### config.mk
export PLATFORM = sky130hd
export DESIGN_NAME = t1_j1_framer_setup
export DESIGN_NICKNAME = d
export VERILOG_FILES = /design/src/rtl/framer_setup_pkg.sv /design/src/rtl/los_monitor.sv /design/src/rtl/t1_j1_framer_setup.sv
export VERILOG_INCLUDE_DIRS = /design/src /design/src/rtl
export SDC_FILE = /design/constraint.sdc
export NUM_CORES = 1
export LEC_CHECK = 0
export BUFFER_PORTS_ARGS = -buffer_cell sky130_fd_sc_hd__buf_2
export CAP_MARGIN = 20
export CORE_MARGIN = 2
export CORE_UTILIZATION = 55
export CTS_CLUSTER_DIAMETER = 200
export DETAILED_ROUTE_END_ITERATION = 16
export GPL_TIMING_DRIVEN = 0
export PLACE_DENSITY = 0.75
export SLEW_MARGIN = 25
export SYNTH_ARGS = -nofsm -noshare
export SYNTH_HDL_FRONTEND = slang
export SYNTH_SLANG_ARGS = --single-unit
### constraint.sdc
create_clock -name ref_clk -period 4.9 [get_ports ref_clk]
set_input_delay 0.98 -clock ref_clk [delete_from_list [all_inputs] [get_ports ref_clk]]
set_output_delay 0.98 -clock ref_clk [all_outputs]
set_load 0.01 [all_outputs]
### src/rtl/framer_setup_cfg.svh
// Constants of the T1/J1 framer start-up configuration block
`ifndef FRAMER_SETUP_CFG_SVH
`define FRAMER_SETUP_CFG_SVH
`define ADR_MODE 8'h00
`define ADR_LINE 8'h01
`define ADR_LOSDET 8'h02
`define ADR_LOSREC 8'h03
`define ADR_GLOBAL 8'h04
`define ADR_SYNC 8'h05
`define ADR_TXALM 8'h06
`define ADR_COMMAND 8'h07
`define ADR_STATUS 8'h08
`define ADR_IRQ_STAT 8'h09
`define ADR_IRQ_MASK 8'h0a
`define RST_BYTE 8'h00
`define RST_MASK 5'h1f
`define CMD_RESYNC 0
`define IRQ_LOSS_SET 0
`define IRQ_LOSS_CLR 1
`define IRQ_LFA_SET 2
`define IRQ_LFA_CLR 3
`define IRQ_RESYNC 4
`define IRQ_W 5
`define LOS_CNT_W 13
`define LOS_UNIT_SHIFT 4
`define LOS_UNIT 13'h0010
`define RUN15_LEN 4'hf
`define STUFF_POS 3'h6
`define B8ZS_VMARK 8'h12
`define B8ZS_BMARK 8'h09
`define RAI_DL_PATTERN 14'h3fff
`endif

### src/rtl/framer_setup_pkg.sv
// Types shared by the T1/J1 framer start-up configuration block
`default_nettype none
package framer_setup_pkg;
    typedef enum logic [1:0] {
        code_nrz = 2'b00,
        code_ami = 2'b01,
        code_ami_b7 = 2'b10,
        code_b8zs = 2'b11
    } line_code_e;
    typedef enum logic {
        los_ok_st = 1'b0,
        los_lost_st = 1'b1
    } los_state_e;
    typedef struct packed {
        logic [4:0] rsvd;
        logic remote_alarm_format;
        logic japan_variant_select;
        logic carrier_mode_select;
    } mode_s;
    typedef struct packed {
        logic [2:0] rsvd;
        logic precode;
        logic digital_if;
        logic dual_rail;
        line_code_e code;
    } line_s;
    typedef struct packed {
        logic [1:0] rsvd;
        logic auto_remote_alarm_tx;
        logic [1:0] sync_condition_select;
        logic sync_procedure_select;
        logic multi_candidate_sync_proc;
        logic auto_sync;
    } sync_s;
endpackage
`default_nettype wire

### src/rtl/los_monitor.sv
// Loss-of-signal detection and recovery counter
`timescale 1ns/10ps
`default_nettype none
`include "framer_setup_cfg.svh"
module los_monitor (
    input wire logic ref_clk,
    input wire logic arst_n,
    input wire logic bit_en,
    input wire logic rx_one,
    input wire logic [7:0] loss_detect_count,
    input wire logic [7:0] loss_recover_count,
    input wire logic zero_run_density_check,
    output logic signal_loss_r,
    output logic loss_set_r,
    output logic loss_clr_r
);
    import framer_setup_pkg::*;
    los_state_e state_r;
    logic [`LOS_CNT_W-1:0] zrun_r, win_r, thr;
    logic [7:0] ones_r;
    logic [3:0] run_r;
    logic bad_r;
    // Interval in bits is one unit per count step plus one unit
    assign thr = ({5'h00, loss_detect_count} << `LOS_UNIT_SHIFT) + `LOS_UNIT;
    wire run_hit = zero_run_density_check && !rx_one && (run_r == `RUN15_LEN - 4'h1);
    wire rec_ok = rx_one && (ones_r == loss_recover_count) && !bad_r;
    always_ff @(posedge ref_clk or negedge arst_n) begin
        if (!arst_n) begin
            state_r <= los_ok_st;
            zrun_r <= '0;
            win_r <= '0;
            ones_r <= 8'h00;
            run_r <= 4'h0;
            bad_r <= 1'b0;
            loss_set_r <= 1'b0;
            loss_clr_r <= 1'b0;
        end else begin
            loss_set_r <= 1'b0;
            loss_clr_r <= 1'b0;
            if (bit_en) begin
                case (state_r)
                    los_ok_st: begin
                        zrun_r <= rx_one ? '0 : zrun_r + 1'b1;
                        if (!rx_one && zrun_r == thr - 1'b1) begin
                            state_r <= los_lost_st;
                            loss_set_r <= 1'b1;
                            win_r <= '0;
                            ones_r <= 8'h00;
                            run_r <= 4'h0;
                            bad_r <= 1'b0;
                        end
                    end
                    los_lost_st: begin
                        zrun_r <= '0;
                        run_r <= rx_one ? 4'h0 : run_r + 4'h1;
                        if (run_hit) begin
                            bad_r <= 1'b1;
                        end
                        if (rec_ok) begin
                            state_r <= los_ok_st;
                            loss_clr_r <= 1'b1;
                        end else if (win_r == thr - 1'b1) begin
                            win_r <= '0;
                            ones_r <= 8'h00;
                            bad_r <= 1'b0;
                        end else begin
                            win_r <= win_r + 1'b1;
                            ones_r <= ones_r + {7'h00, rx_one};
                        end
                    end
                    default: state_r <= los_ok_st;
                endcase
            end
        end
    end
    assign signal_loss_r = (state_r == los_lost_st);
    a_loss_declare: assert property (@(posedge ref_clk) disable iff (!arst_n)
        loss_set_r |-> $past(zrun_r) == thr - 1'b1)
        else $error("loss declared at wrong zero count");
    a_loss_recover: assert property (@(posedge ref_clk) disable iff (!arst_n)
        loss_clr_r |-> $past(ones_r) == loss_recover_count && !$past(bad_r))
        else $error("loss cleared at wrong ones count");
    a_density_hold: assert property (@(posedge ref_clk) disable iff (!arst_n)
        $past(bad_r) && $past(signal_loss_r) && $past(win_r) != thr - 1'b1 |-> !loss_clr_r)
        else $error("recovery despite zero run");
endmodule // los_monitor
`default_nettype wire

### src/rtl/t1_j1_framer_setup.sv
// T1/J1 framer start-up configuration, line coder, loss monitor and alarms
//
// Local design decisions: the placing of the registers and strobed register access.
`timescale 1ns/10ps
`default_nettype none
`include "framer_setup_cfg.svh"
module t1_j1_framer_setup (
    input wire logic ref_clk,
    input wire logic arst_n,
    input wire logic [7:0] addr,
    input wire logic [7:0] wr_data,
    input wire logic wr_en,
    input wire logic rd_en,
    output logic [7:0] rd_data_r,
    output logic irq_r,
    input wire logic rx_bit_en,
    input wire logic rx_pos,
    input wire logic rx_neg,
    input wire logic tx_bit_en,
    input wire logic tx_bit,
    output logic tx_pos_r,
    output logic tx_neg_r,
    input wire logic frame_alignment_lost,
    input wire logic frame_search_request,
    input wire logic cand_single,
    input wire logic cand_multi,
    input wire logic crc6_error,
    output logic resync_r,
    output var framer_setup_pkg::sync_s sync_cfg_r,
    output logic signal_loss_r,
    output logic j1_mode_r,
    output logic e1_mode_r,
    output logic crc6_incl_fs_dl_r,
    output logic rai_fbit_r,
    output logic rai_dl_en_r,
    output logic [13:0] rai_dl_pattern_r
);
    import framer_setup_pkg::*;
    // ****************************************
    // Register file
    // ****************************************
    mode_s mode_r;
    line_s line_r;
    logic [7:0] loss_detect_count_r, loss_recover_count_r;
    logic extra_recovery_irq_en_r, zero_run_density_check_r;
    logic tx_remote_alarm_r;
    logic [`IRQ_W-1:0] irq_stat_r, irq_mask_r, irq_evt;
    logic cmd_resync_r, los_raw, loss_set, loss_clr, lfa_prev_r, rai_active;

    function automatic logic hit(input logic [7:0] a, input logic [7:0] off);
        hit = (a == off);
    endfunction

    always_ff @(posedge ref_clk or negedge arst_n) begin
        if (!arst_n) begin
            mode_r <= mode_s'(`RST_BYTE);
            line_r <= line_s'(`RST_BYTE);
            loss_detect_count_r <= `RST_BYTE;
            loss_recover_count_r <= `RST_BYTE;
            extra_recovery_irq_en_r <= 1'b0;
            zero_run_density_check_r <= 1'b0;
            sync_cfg_r <= sync_s'(`RST_BYTE);
            tx_remote_alarm_r <= 1'b0;
            irq_mask_r <= `RST_MASK;
        end else if (wr_en) begin
            // Unused addresses take no effect on write
            if (hit(addr, `ADR_MODE)) begin
                mode_r <= mode_s'({5'h00, wr_data[2:0]});
            end
            if (hit(addr, `ADR_LINE)) begin
                line_r <= line_s'({3'h0, wr_data[4:0]});
            end
            if (hit(addr, `ADR_LOSDET)) begin
                loss_detect_count_r <= wr_data;
            end
            if (hit(addr, `ADR_LOSREC)) begin
                loss_recover_count_r <= wr_data;
            end
            if (hit(addr, `ADR_GLOBAL)) begin
                extra_recovery_irq_en_r <= wr_data[0];
                zero_run_density_check_r <= wr_data[1];
            end
            if (hit(addr, `ADR_SYNC)) begin
                sync_cfg_r <= sync_s'({2'h0, wr_data[5:0]});
            end
            if (hit(addr, `ADR_TXALM)) begin
                tx_remote_alarm_r <= wr_data[0];
            end
            if (hit(addr, `ADR_IRQ_MASK)) begin
                irq_mask_r <= wr_data[`IRQ_W-1:0];
            end
        end
    end

    // Command register is write-only; only its resync bit (bit 0) acts, as a one-cycle strobe
    always_ff @(posedge ref_clk or negedge arst_n) begin
        if (!arst_n) begin
            cmd_resync_r <= 1'b0;
        end else begin
            cmd_resync_r <= wr_en && hit(addr, `ADR_COMMAND) && wr_data[`CMD_RESYNC];
        end
    end

    // Read data in the cycle after the strobe; write-only and unused read zero
    always_ff @(posedge ref_clk or negedge arst_n) begin
        if (!arst_n) begin
            rd_data_r <= `RST_BYTE;
        end else if (rd_en) begin
            case (addr)
                `ADR_MODE: rd_data_r <= mode_r;
                `ADR_LINE: rd_data_r <= line_r;
                `ADR_LOSDET: rd_data_r <= loss_detect_count_r;
                `ADR_LOSREC: rd_data_r <= loss_recover_count_r;
                `ADR_GLOBAL: rd_data_r <= {6'h00, zero_run_density_check_r,
                    extra_recovery_irq_en_r};
                `ADR_SYNC: rd_data_r <= sync_cfg_r;
                `ADR_TXALM: rd_data_r <= {7'h00, tx_remote_alarm_r};
                `ADR_STATUS: rd_data_r <= {3'h0, rai_fbit_r | rai_dl_en_r, e1_mode_r,
                    j1_mode_r, frame_alignment_lost, signal_loss_r};
                `ADR_IRQ_STAT: rd_data_r <= {3'h0, irq_stat_r};
                `ADR_IRQ_MASK: rd_data_r <= {3'h0, irq_mask_r};
                default: rd_data_r <= `RST_BYTE;
            endcase
        end else begin
            rd_data_r <= `RST_BYTE;
        end
    end

    // ****************************************
    // Operating mode
    // ****************************************
    always_ff @(posedge ref_clk or negedge arst_n) begin
        if (!arst_n) begin
            j1_mode_r <= 1'b0;
            e1_mode_r <= 1'b1;
            crc6_incl_fs_dl_r <= 1'b0;
        end else begin
            e1_mode_r <= !mode_r.carrier_mode_select;
            j1_mode_r <= mode_r.carrier_mode_select && mode_r.japan_variant_select;
            crc6_incl_fs_dl_r <= mode_r.japan_variant_select;
        end
    end

    // ****************************************
    // Loss of signal
    // ****************************************
    always_ff @(posedge ref_clk or negedge arst_n) begin
        if (!arst_n) begin
            signal_loss_r <= 1'b0;
        end else begin
            signal_loss_r <= los_raw;
        end
    end

    los_monitor los_monitor_inst (
        .ref_clk(ref_clk),
        .arst_n(arst_n),
        .bit_en(rx_bit_en),
        .rx_one(rx_pos | (line_r.dual_rail & rx_neg)),
        .loss_detect_count(loss_detect_count_r),
        .loss_recover_count(loss_recover_count_r),
        .zero_run_density_check(zero_run_density_check_r),
        .signal_loss_r(los_raw),
        .loss_set_r(loss_set),
        .loss_clr_r(loss_clr)
    );

    // ****************************************
    // Synchronization and remote alarm
    // ****************************************
    always_ff @(posedge ref_clk or negedge arst_n) begin
        if (!arst_n) begin
            resync_r <= 1'b0;
        end else begin
            resync_r <= cmd_resync_r || (sync_cfg_r.auto_sync && frame_search_request &&
                (cand_single || (cand_multi && sync_cfg_r.multi_candidate_sync_proc) ||
                (crc6_error && sync_cfg_r.sync_procedure_select)));
        end
    end

    assign rai_active = tx_remote_alarm_r ||
        (sync_cfg_r.auto_remote_alarm_tx && frame_alignment_lost);
    always_ff @(posedge ref_clk or negedge arst_n) begin
        if (!arst_n) begin
            rai_fbit_r <= 1'b0;
            rai_dl_en_r <= 1'b0;
            rai_dl_pattern_r <= '0;
        end else begin
            rai_dl_en_r <= rai_active && j1_mode_r && !mode_r.remote_alarm_format;
            rai_fbit_r <= rai_active && !(j1_mode_r && !mode_r.remote_alarm_format);
            rai_dl_pattern_r <= (rai_active && j1_mode_r && !mode_r.remote_alarm_format) ?
                `RAI_DL_PATTERN : '0;
        end
    end

    // ****************************************
    // Interrupts
    // ****************************************
    always_ff @(posedge ref_clk or negedge arst_n) begin
        if (!arst_n) begin
            lfa_prev_r <= 1'b0;
        end else begin
            lfa_prev_r <= frame_alignment_lost;
        end
    end

    always_comb begin
        irq_evt = '0;
        irq_evt[`IRQ_LOSS_SET] = loss_set;
        irq_evt[`IRQ_LOSS_CLR] = loss_clr && extra_recovery_irq_en_r;
        irq_evt[`IRQ_LFA_SET] = frame_alignment_lost && !lfa_prev_r;
        irq_evt[`IRQ_LFA_CLR] = !frame_alignment_lost && lfa_prev_r &&
            extra_recovery_irq_en_r;
        irq_evt[`IRQ_RESYNC] = resync_r;
    end

    // New events win over a write-one-to-clear in the same cycle
    always_ff @(posedge ref_clk or negedge arst_n) begin
        if (!arst_n) begin
            irq_stat_r <= '0;
        end else if (wr_en && hit(addr, `ADR_IRQ_STAT)) begin
            irq_stat_r <= (irq_stat_r & ~wr_data[`IRQ_W-1:0]) | irq_evt;
        end else begin
            irq_stat_r <= irq_stat_r | irq_evt;
        end
    end

    always_ff @(posedge ref_clk or negedge arst_n) begin
        if (!arst_n) begin
            irq_r <= 1'b0;
        end else begin
            irq_r <= |(irq_stat_r & ~irq_mask_r);
        end
    end

    // ****************************************
    // Transmit line coder
    // ****************************************
    logic [7:0] dly_r, vmk_r, bmk_r, dly_n, vmk_n, bmk_n;
    logic [2:0] bitpos_r;
    logic [5:0] zeros_r;
    logic last_pol_r, bit_in, pulse, pol;
    line_code_e code_eff;

    // Analog line only carries the bipolar codes
    assign code_eff = (!line_r.digital_if && line_r.code == code_nrz) ?
        code_ami : line_r.code;
    assign bit_in = tx_bit || (code_eff == code_ami_b7 && bitpos_r == `STUFF_POS &&
        zeros_r == '0 && !tx_bit) ? 1'b1 : 1'b0;
    assign dly_n = {dly_r[6:0], bit_in};
    always_comb begin
        vmk_n = {vmk_r[6:0], 1'b0};
        bmk_n = {bmk_r[6:0], 1'b0};
        if (code_eff == code_b8zs && dly_n == '0 &&
            (vmk_r[6:0] | bmk_r[6:0]) == '0) begin
            vmk_n = `B8ZS_VMARK;
            bmk_n = `B8ZS_BMARK;
        end
    end
    assign pulse = dly_r[7] | vmk_r[7] | bmk_r[7];
    assign pol = vmk_r[7] ? last_pol_r : !last_pol_r;

    always_ff @(posedge ref_clk or negedge arst_n) begin
        if (!arst_n) begin
            dly_r <= '0;
            vmk_r <= '0;
            bmk_r <= '0;
            bitpos_r <= 3'h0;
            zeros_r <= '0;
            last_pol_r <= 1'b0;
            tx_pos_r <= 1'b0;
            tx_neg_r <= 1'b0;
        end else if (tx_bit_en) begin
            dly_r <= dly_n;
            vmk_r <= vmk_n;
            bmk_r <= bmk_n;
            bitpos_r <= bitpos_r + 3'h1;
            zeros_r <= (bitpos_r == 3'h7) ? '0 : {zeros_r[4:0], bit_in};
            if (code_eff == code_nrz || (line_r.digital_if && line_r.precode)) begin
                tx_pos_r <= pulse;
                tx_neg_r <= line_r.dual_rail && !pulse;
            end else begin
                tx_pos_r <= pulse && pol;
                tx_neg_r <= pulse && !pol;
                if (pulse) begin
                    last_pol_r <= pol;
                end
            end
        end
    end

    // ****************************************
    // Checks
    // ****************************************
    a_e1_fallback: assert property (@(posedge ref_clk) disable iff (!arst_n)
        !mode_r.carrier_mode_select |=> e1_mode_r && !j1_mode_r)
        else $error("E1 not selected with carrier bit clear");
    a_j1_select: assert property (@(posedge ref_clk) disable iff (!arst_n)
        j1_mode_r |-> $past(mode_r.japan_variant_select))
        else $error("J1 without variant bit");
    a_readback: assert property (@(posedge ref_clk) disable iff (!arst_n)
        rd_en && addr == `ADR_LOSDET && !wr_en |=> rd_data_r == $past(loss_detect_count_r))
        else $error("count register readback wrong");
    a_cmd_wronly: assert property (@(posedge ref_clk) disable iff (!arst_n)
        rd_en && addr == `ADR_COMMAND |=> rd_data_r == `RST_BYTE)
        else $error("command register read not zero");
    a_analog_code: assert property (@(posedge ref_clk) disable iff (!arst_n)
        tx_bit_en && !line_r.digital_if |=> !(tx_pos_r && tx_neg_r))
        else $error("both rails driven on analog line");
    a_auto_rai: assert property (@(posedge ref_clk) disable iff (!arst_n)
        sync_cfg_r.auto_remote_alarm_tx && frame_alignment_lost && !j1_mode_r
        |=> rai_fbit_r)
        else $error("remote alarm not sent on lost alignment");
    a_rai_stop: assert property (@(posedge ref_clk) disable iff (!arst_n)
        !tx_remote_alarm_r && !frame_alignment_lost |=> !rai_fbit_r && !rai_dl_en_r)
        else $error("remote alarm not stopped");
    a_dl_pattern: assert property (@(posedge ref_clk) disable iff (!arst_n)
        rai_dl_en_r |-> rai_dl_pattern_r == `RAI_DL_PATTERN && $past(j1_mode_r))
        else $error("data-link alarm pattern wrong");
    a_auto_resync: assert property (@(posedge ref_clk) disable iff (!arst_n)
        sync_cfg_r.auto_sync && frame_search_request && cand_single |=> resync_r)
        else $error("no resync on single candidate");
    a_recov_irq: assert property (@(posedge ref_clk) disable iff (!arst_n)
        loss_clr && !extra_recovery_irq_en_r && !$past(irq_stat_r[`IRQ_LOSS_CLR])
        && !irq_stat_r[`IRQ_LOSS_CLR] |=> !irq_stat_r[`IRQ_LOSS_CLR])
        else $error("recovery irq without enable");
    a_crc6_sel: assert property (@(posedge ref_clk) disable iff (!arst_n)
        ##1 crc6_incl_fs_dl_r == $past(mode_r.japan_variant_select))
        else $error("CRC6 scope does not follow variant bit");
endmodule // t1_j1_framer_setup
`default_nettype wire

Yosys cells after proc, flatten, opt, wreduce, memory -nomap -nowiden
Cells that the tools add are included.
- add/subtract/negate cells: 7
- eq/ne operators: 20
- mux-type cells: 38
- bitwise gates (word level): 14
- reductions and logical operators: 68
- operator list (cell ; count):
    case mux 8 bit (10 select lines) ; 1
    2-to-1 mux 13 bit ; 4
    case mux 13 bit (2 select lines) ; 2
    2-to-1 mux 8 bit ; 6
    == test 8 x 3 -> 1 bit (second input constant) ; 4
    logical AND 1 bit ; 32
    adder 13 x 1 -> 13 bit (second input constant) ; 2
    == test 13 bit ; 2
    == test 8 x 4 -> 1 bit (second input constant) ; 3
    AND reduction 2 bit ; 9
    == test 8 x 2 -> 1 bit (second input constant) ; 2
    zero test 8 bit ; 2
    case mux 8 bit (2 select lines) ; 1
    2-to-1 mux 1 bit ; 15
    2-to-1 mux 14 bit ; 1
    adder 12 x 5 -> 13 bit (second input constant) ; 1
    subtractor 13 x 1 -> 13 bit (second input constant) ; 1
    zero test 1 bit ; 12
    bitwise AND 5 bit ; 2
    inverter 5 bit ; 2
    OR 5 bit ; 2
    adder 8 x 1 -> 8 bit ; 1
    == test 8 x 1 -> 1 bit (second input constant) ; 1
    == test 8 bit ; 1
    23 further kinds ; 38
- register bits after elaboration: 153
- input port bits: 30
- word-level logic and storage cells: 194

Logic depth before layout (Yosys ltp)
- depth after elaboration: 13
- depth in mapped cells: 8
- depth with buffers taken out: 8

Cells and area by module
Synthesis repeated with hierarchy kept, for this count alone.
- cell total of the unflattened synthesis: 613
- area, all modules: 6685.2 um^2
- by module, submodules not included (module ; instances ; cells each ; area an instance (um^2)):
    t1_j1_framer_setup ; 1 ; 341 ; 4121.5
    los_monitor ; 1 ; 272 ; 2563.7

Worst setup path before layout
Ideal clock, no wire load.
- kind: input-to-reg
- from: in rx_bit_en
- to: reg los_monitor_inst.win_r[3]
- library setup time: 121 ps
- data arrival time: 2495 ps
- path slack: 2284 ps
- cell stages on the path: 8
- path buffers: 3
- cell sequence: buf_4 and4_1 buf_4 nand4b_4 o31a_1 buf_6 a211o_1 a22o_1
- longest elaborated chain between the ends: 1
- ends and longest elaborated chain (what ; RTL line ; RTL):
    from (decl) ; t1_j1_framer_setup.sv:16 ; input wire logic rx_bit_en,
    AND reduction 3 bit (no source line) ; - ;
    to (signal assigned) ; los_monitor.sv:67 ; win_r <= win_r + 1'b1;
    to (decl) ; los_monitor.sv:19 ; logic [`LOS_CNT_W-1:0] zrun_r, win_r, thr;
Every way passes these cells.
A chain may end at the register's enable or synchronous reset.

Worst setup path in the final report
- from: in addr[5]
- to: reg loss_detect_count_r[5]
- longest elaborated chain between the ends: 2
- ends and longest elaborated chain (what ; RTL line ; RTL):
    from (decl) ; t1_j1_framer_setup.sv:10 ; input wire logic [7:0] addr,
    == test 8 x 2 -> 1 bit ; t1_j1_framer_setup.sv:51 ; hit = (a == off);
    AND reduction 2 bit (no source line) ; - ;
    to (signal assigned) ; t1_j1_framer_setup.sv:58 ; loss_detect_count_r <= `RST_BYTE;
    to (signal assigned) ; t1_j1_framer_setup.sv:74 ; loss_detect_count_r <= wr_data;
    to (decl) ; t1_j1_framer_setup.sv:44 ; logic [7:0] loss_detect_count_r, loss_recover_count_r;
Every way passes these cells.

==> impl_metrics.toml <==
[worst_setup_path]
ff2ff_path_depth = 7
startpoint_type = "primary input"
reg2reg_from = "los_monitor_inst.win_r[0]$_DFFE_PN0P_"
critical_path_class = "primary input to flip-flop"
cp_max_fo = 10
rrSetupSlack_ns = 2.50
crit_arrival_ns = 2.95
required_ns = 5.21
timing.rr.end = "los_monitor_inst.win_r[12]$_DFFE_PN0P_"
crit_path_end_kind = "flip-flop"

[clocking]
clockBufferDepth = 2
cts_tree = "done"
ctsResizeCount = 0
htree_levels = 4
cts_buffers = 17
post_cts_buffers = 0
clkSinkCount = 131
hold_buffers = 0
cts.root.buffer_cell = "clkbuf_16"
insertion_delay_ns = 0.43
clk_pin_slew_ns = 0.06

[synth]
ys_seq_area_frac = 0.4949
synthesis.area_sq_um = 6639
yosysMostFrequentCell = "dfrtp_1"
synth_ff_type = "dfrtp_1"
synth_cell_types = 73
ys_top_cells_by_area = "dfrtp_1, mux2_2, xnor2_1"
synth_edf_count = 0
synthArstFlopShare = 1.000
yosysWarnings = 0
syn_avg_cell_area_sq_um = 10.83
synth_cells = 613
yosys.area.top_type_share = 0.4712
synth_commonest_cells = "dfrtp_1, mux2_2, nor2_1, nand2_1, inv_1"
synth_top_area_cell = "dfrtp_1"
synth_seq_cells = 131

[timing]
relSlewSlack = 0.5799
worstMarginPinSlew_ns = 0.6301
setup_viol = 0
tns_ns = 0
finalHoldViolCount = 0
final_max_slew_viol_count = 0
fin_crit_ns = 2.640
fin_crit_sh = 0.5388
grt_setup_unrepaired = "no"
hold-worst-slack_ns = 0.3789
maxClockFrequency_ghz = 0.3787
skew_ns = 0.01538

[placement]
port_buffers = 63
gp_congestion = 0.9266
dp_hpwl_microns = 11220

[power]
power_mw = 2.998
combinationalPowerShare = 0.134
p_switching_mw = 0.8227
sw_frac_of_total = 0.2745
p_leak_nw = 3.607
vdd_drop_max_mv = 0.3145
powerDensity_nw_per_um2 = 385.9
intPower_mw = 2.175
seq_power_share = 0.446
clockPowerShare = 0.420

[layout]
drive_gt1_frac = 0.2775
final_nets = 736
fin_util = 0.6521
insertedDiodeCount = 0
area_delta_synth_final_pct = 17.00

[hold_path]
min_to = "signal_loss_r$_DFF_PN0_"
whs_path_depth = 0
hold_path_class = "flip-flop to flip-flop"
hp-start = "los_monitor_inst.signal_loss_r$_DFFE_PN0P_"

[global_routing]
grt_pass1_wl_microns = 26470
grt_overflow = 0
grt_use_total = 0.2662
antenna_found_initial = 0
grt_pass1_vias = 5199
grt_max_degree = 96

[die]
core_sq_um = 11910
start_util = 0.5574
die_w_microns = 113.9
ios = 70
die_h_microns = 113.9
die_area_sq_um = 12970
num_rows = 40

[detailed_routing]
drc = 0
wire_per_inst_microns = 18.97
ant_nets = 0
via_per_inst = 6.042
drt_first_pass_iters = 5
drt_iter0_drc = 467
vias = 5178
drt-total-wl_microns = 16260

[flow_run]
drv_cap = 0

[outcome]
run_status = "finished, final reports clean"
power groups by stage:
stage | clock network, mW | logic, mW | registers (mW)
CTS | 1.27 | 0.404 | 1.33
finish | 1.26 | 0.401 | 1.34
floorplan | 0 | 0.280 | 1.31
detailed placement | 0 | 0.397 | 1.35
global placement | 0 | 0.374 | 1.34
global route | 1.32 | 0.454 | 1.35
flip-flops by register name, summed over array words and instances, names as in the netlist, 5 cells and up:
| register | flops |
|---|---|
| loss_recover_count_r | 8 |
| los_monitor_inst.win_r | 13 |
| irq_mask_r | 5 |
| bmk_r | 8 |
| dly_r | 8 |
| los_monitor_inst.ones_r | 8 |
| sync_cfg_r | 6 |
| irq_stat_r | 5 |
| los_monitor_inst.zrun_r | 13 |
| rd_data_r | 8 |
| line_r | 5 |
| loss_detect_count_r | 8 |
| zeros_r | 6 |
cell usage in the layout, fill, tap and decap left out, types with 9 or more instances in the layout:
cell and instances:
o21ai_0 20, mux2i_1 9, nand4_1 17, nor2b_1 9
clkbuf_1 15, nor2_1 42, clkbuf_16 17, xnor2_1 24
a22o_1 17, nand2_1 32, buf_4 22, ha_1 9
xor2_1 13, mux2_2 52, inv_1 30, buf_2 65
nand3_1 29, o211ai_1 10, dfrtp_1 125, a21oi_1 14
worst max-delay path, stage by stage:
cell and delay (ns):
buf_2 0.10, nor4_2 0.45, and2_1 0.19, clkbuf_1 0.20, buf_2 0.27, nand3_1 0.35, mux2_2 0.40
cell type report:
class	count	area (sq um)
buffer	44	260.3
sequential	131	3286
timing repair buffer	64	352.8
tap	147	183.9
inverter	31	116.4
clock buffer	20	456.7
multi-input combinational	408	2980
fill	937	4144
clock inverter	12	131.4
per-layer routing:
| metal | global-route usage | share of wire | wire length (microns) | vias up |
|---|---|---|---|---|
| met1 | 0.3432 | 0.43 | 6997 | 2614 |
| li1 | - | - | - | 2365 |
| met4 | 0.09919 | 0.023 | 381 | 0 |
| met2 | 0.4371 | 0.49 | 7999 | 166 |
| met3 | 0.06801 | 0.054 | 879 | 33 |
| met5 | 0 | 0 | 0 | - |
worst max path at each step:
| stage | start | to | slack (ns) |
|---|---|---|---|
| after floorplan | rx_bit_en | los_monitor_inst.win_r[3]$_DFFE_PN0P_ | 2.28 |
| after global placement | arst_n | los_monitor_inst.zrun_r[9]$_DFFE_PN0P_ | 1.21 |
| after detailed placement | addr[5] | loss_detect_count_r[5]$_DFFE_PN0P_ | 1.88 |
| after CTS | addr[5] | loss_detect_count_r[3]$_DFFE_PN0P_ | 2.31 |
| after global routing | addr[5] | loss_detect_count_r[3]$_DFFE_PN0P_ | 2.11 |
| final | addr[5] | loss_detect_count_r[5]$_DFFE_PN0P_ | 2.26 |
metrics by stage:
stage	std cells	setup slack, ns	instance area [sq um]
global placement	824	1.212	7142
global route	857	2.109	7767
finish	857	2.260	7767
floorplan	614	2.284	6643
CTS	857	2.312	7767
detailed placement	825	1.884	7179
logic make-up after synthesis:
group,after synthesis,synth area share
AO/OA/AOI/OAI,113,0.1253
XOR/XNOR,37,0.04881
multiplexers,62,0.1052
AND/OR/NAND/NOR,185,0.1515
adder cells (fa/ha/maj),9,0.01696
buffers and inverters,75,0.05673
other,1,0.0005649
flip-flops,131,0.4949
No activity file was read; power rests on OpenSTA's default activity.
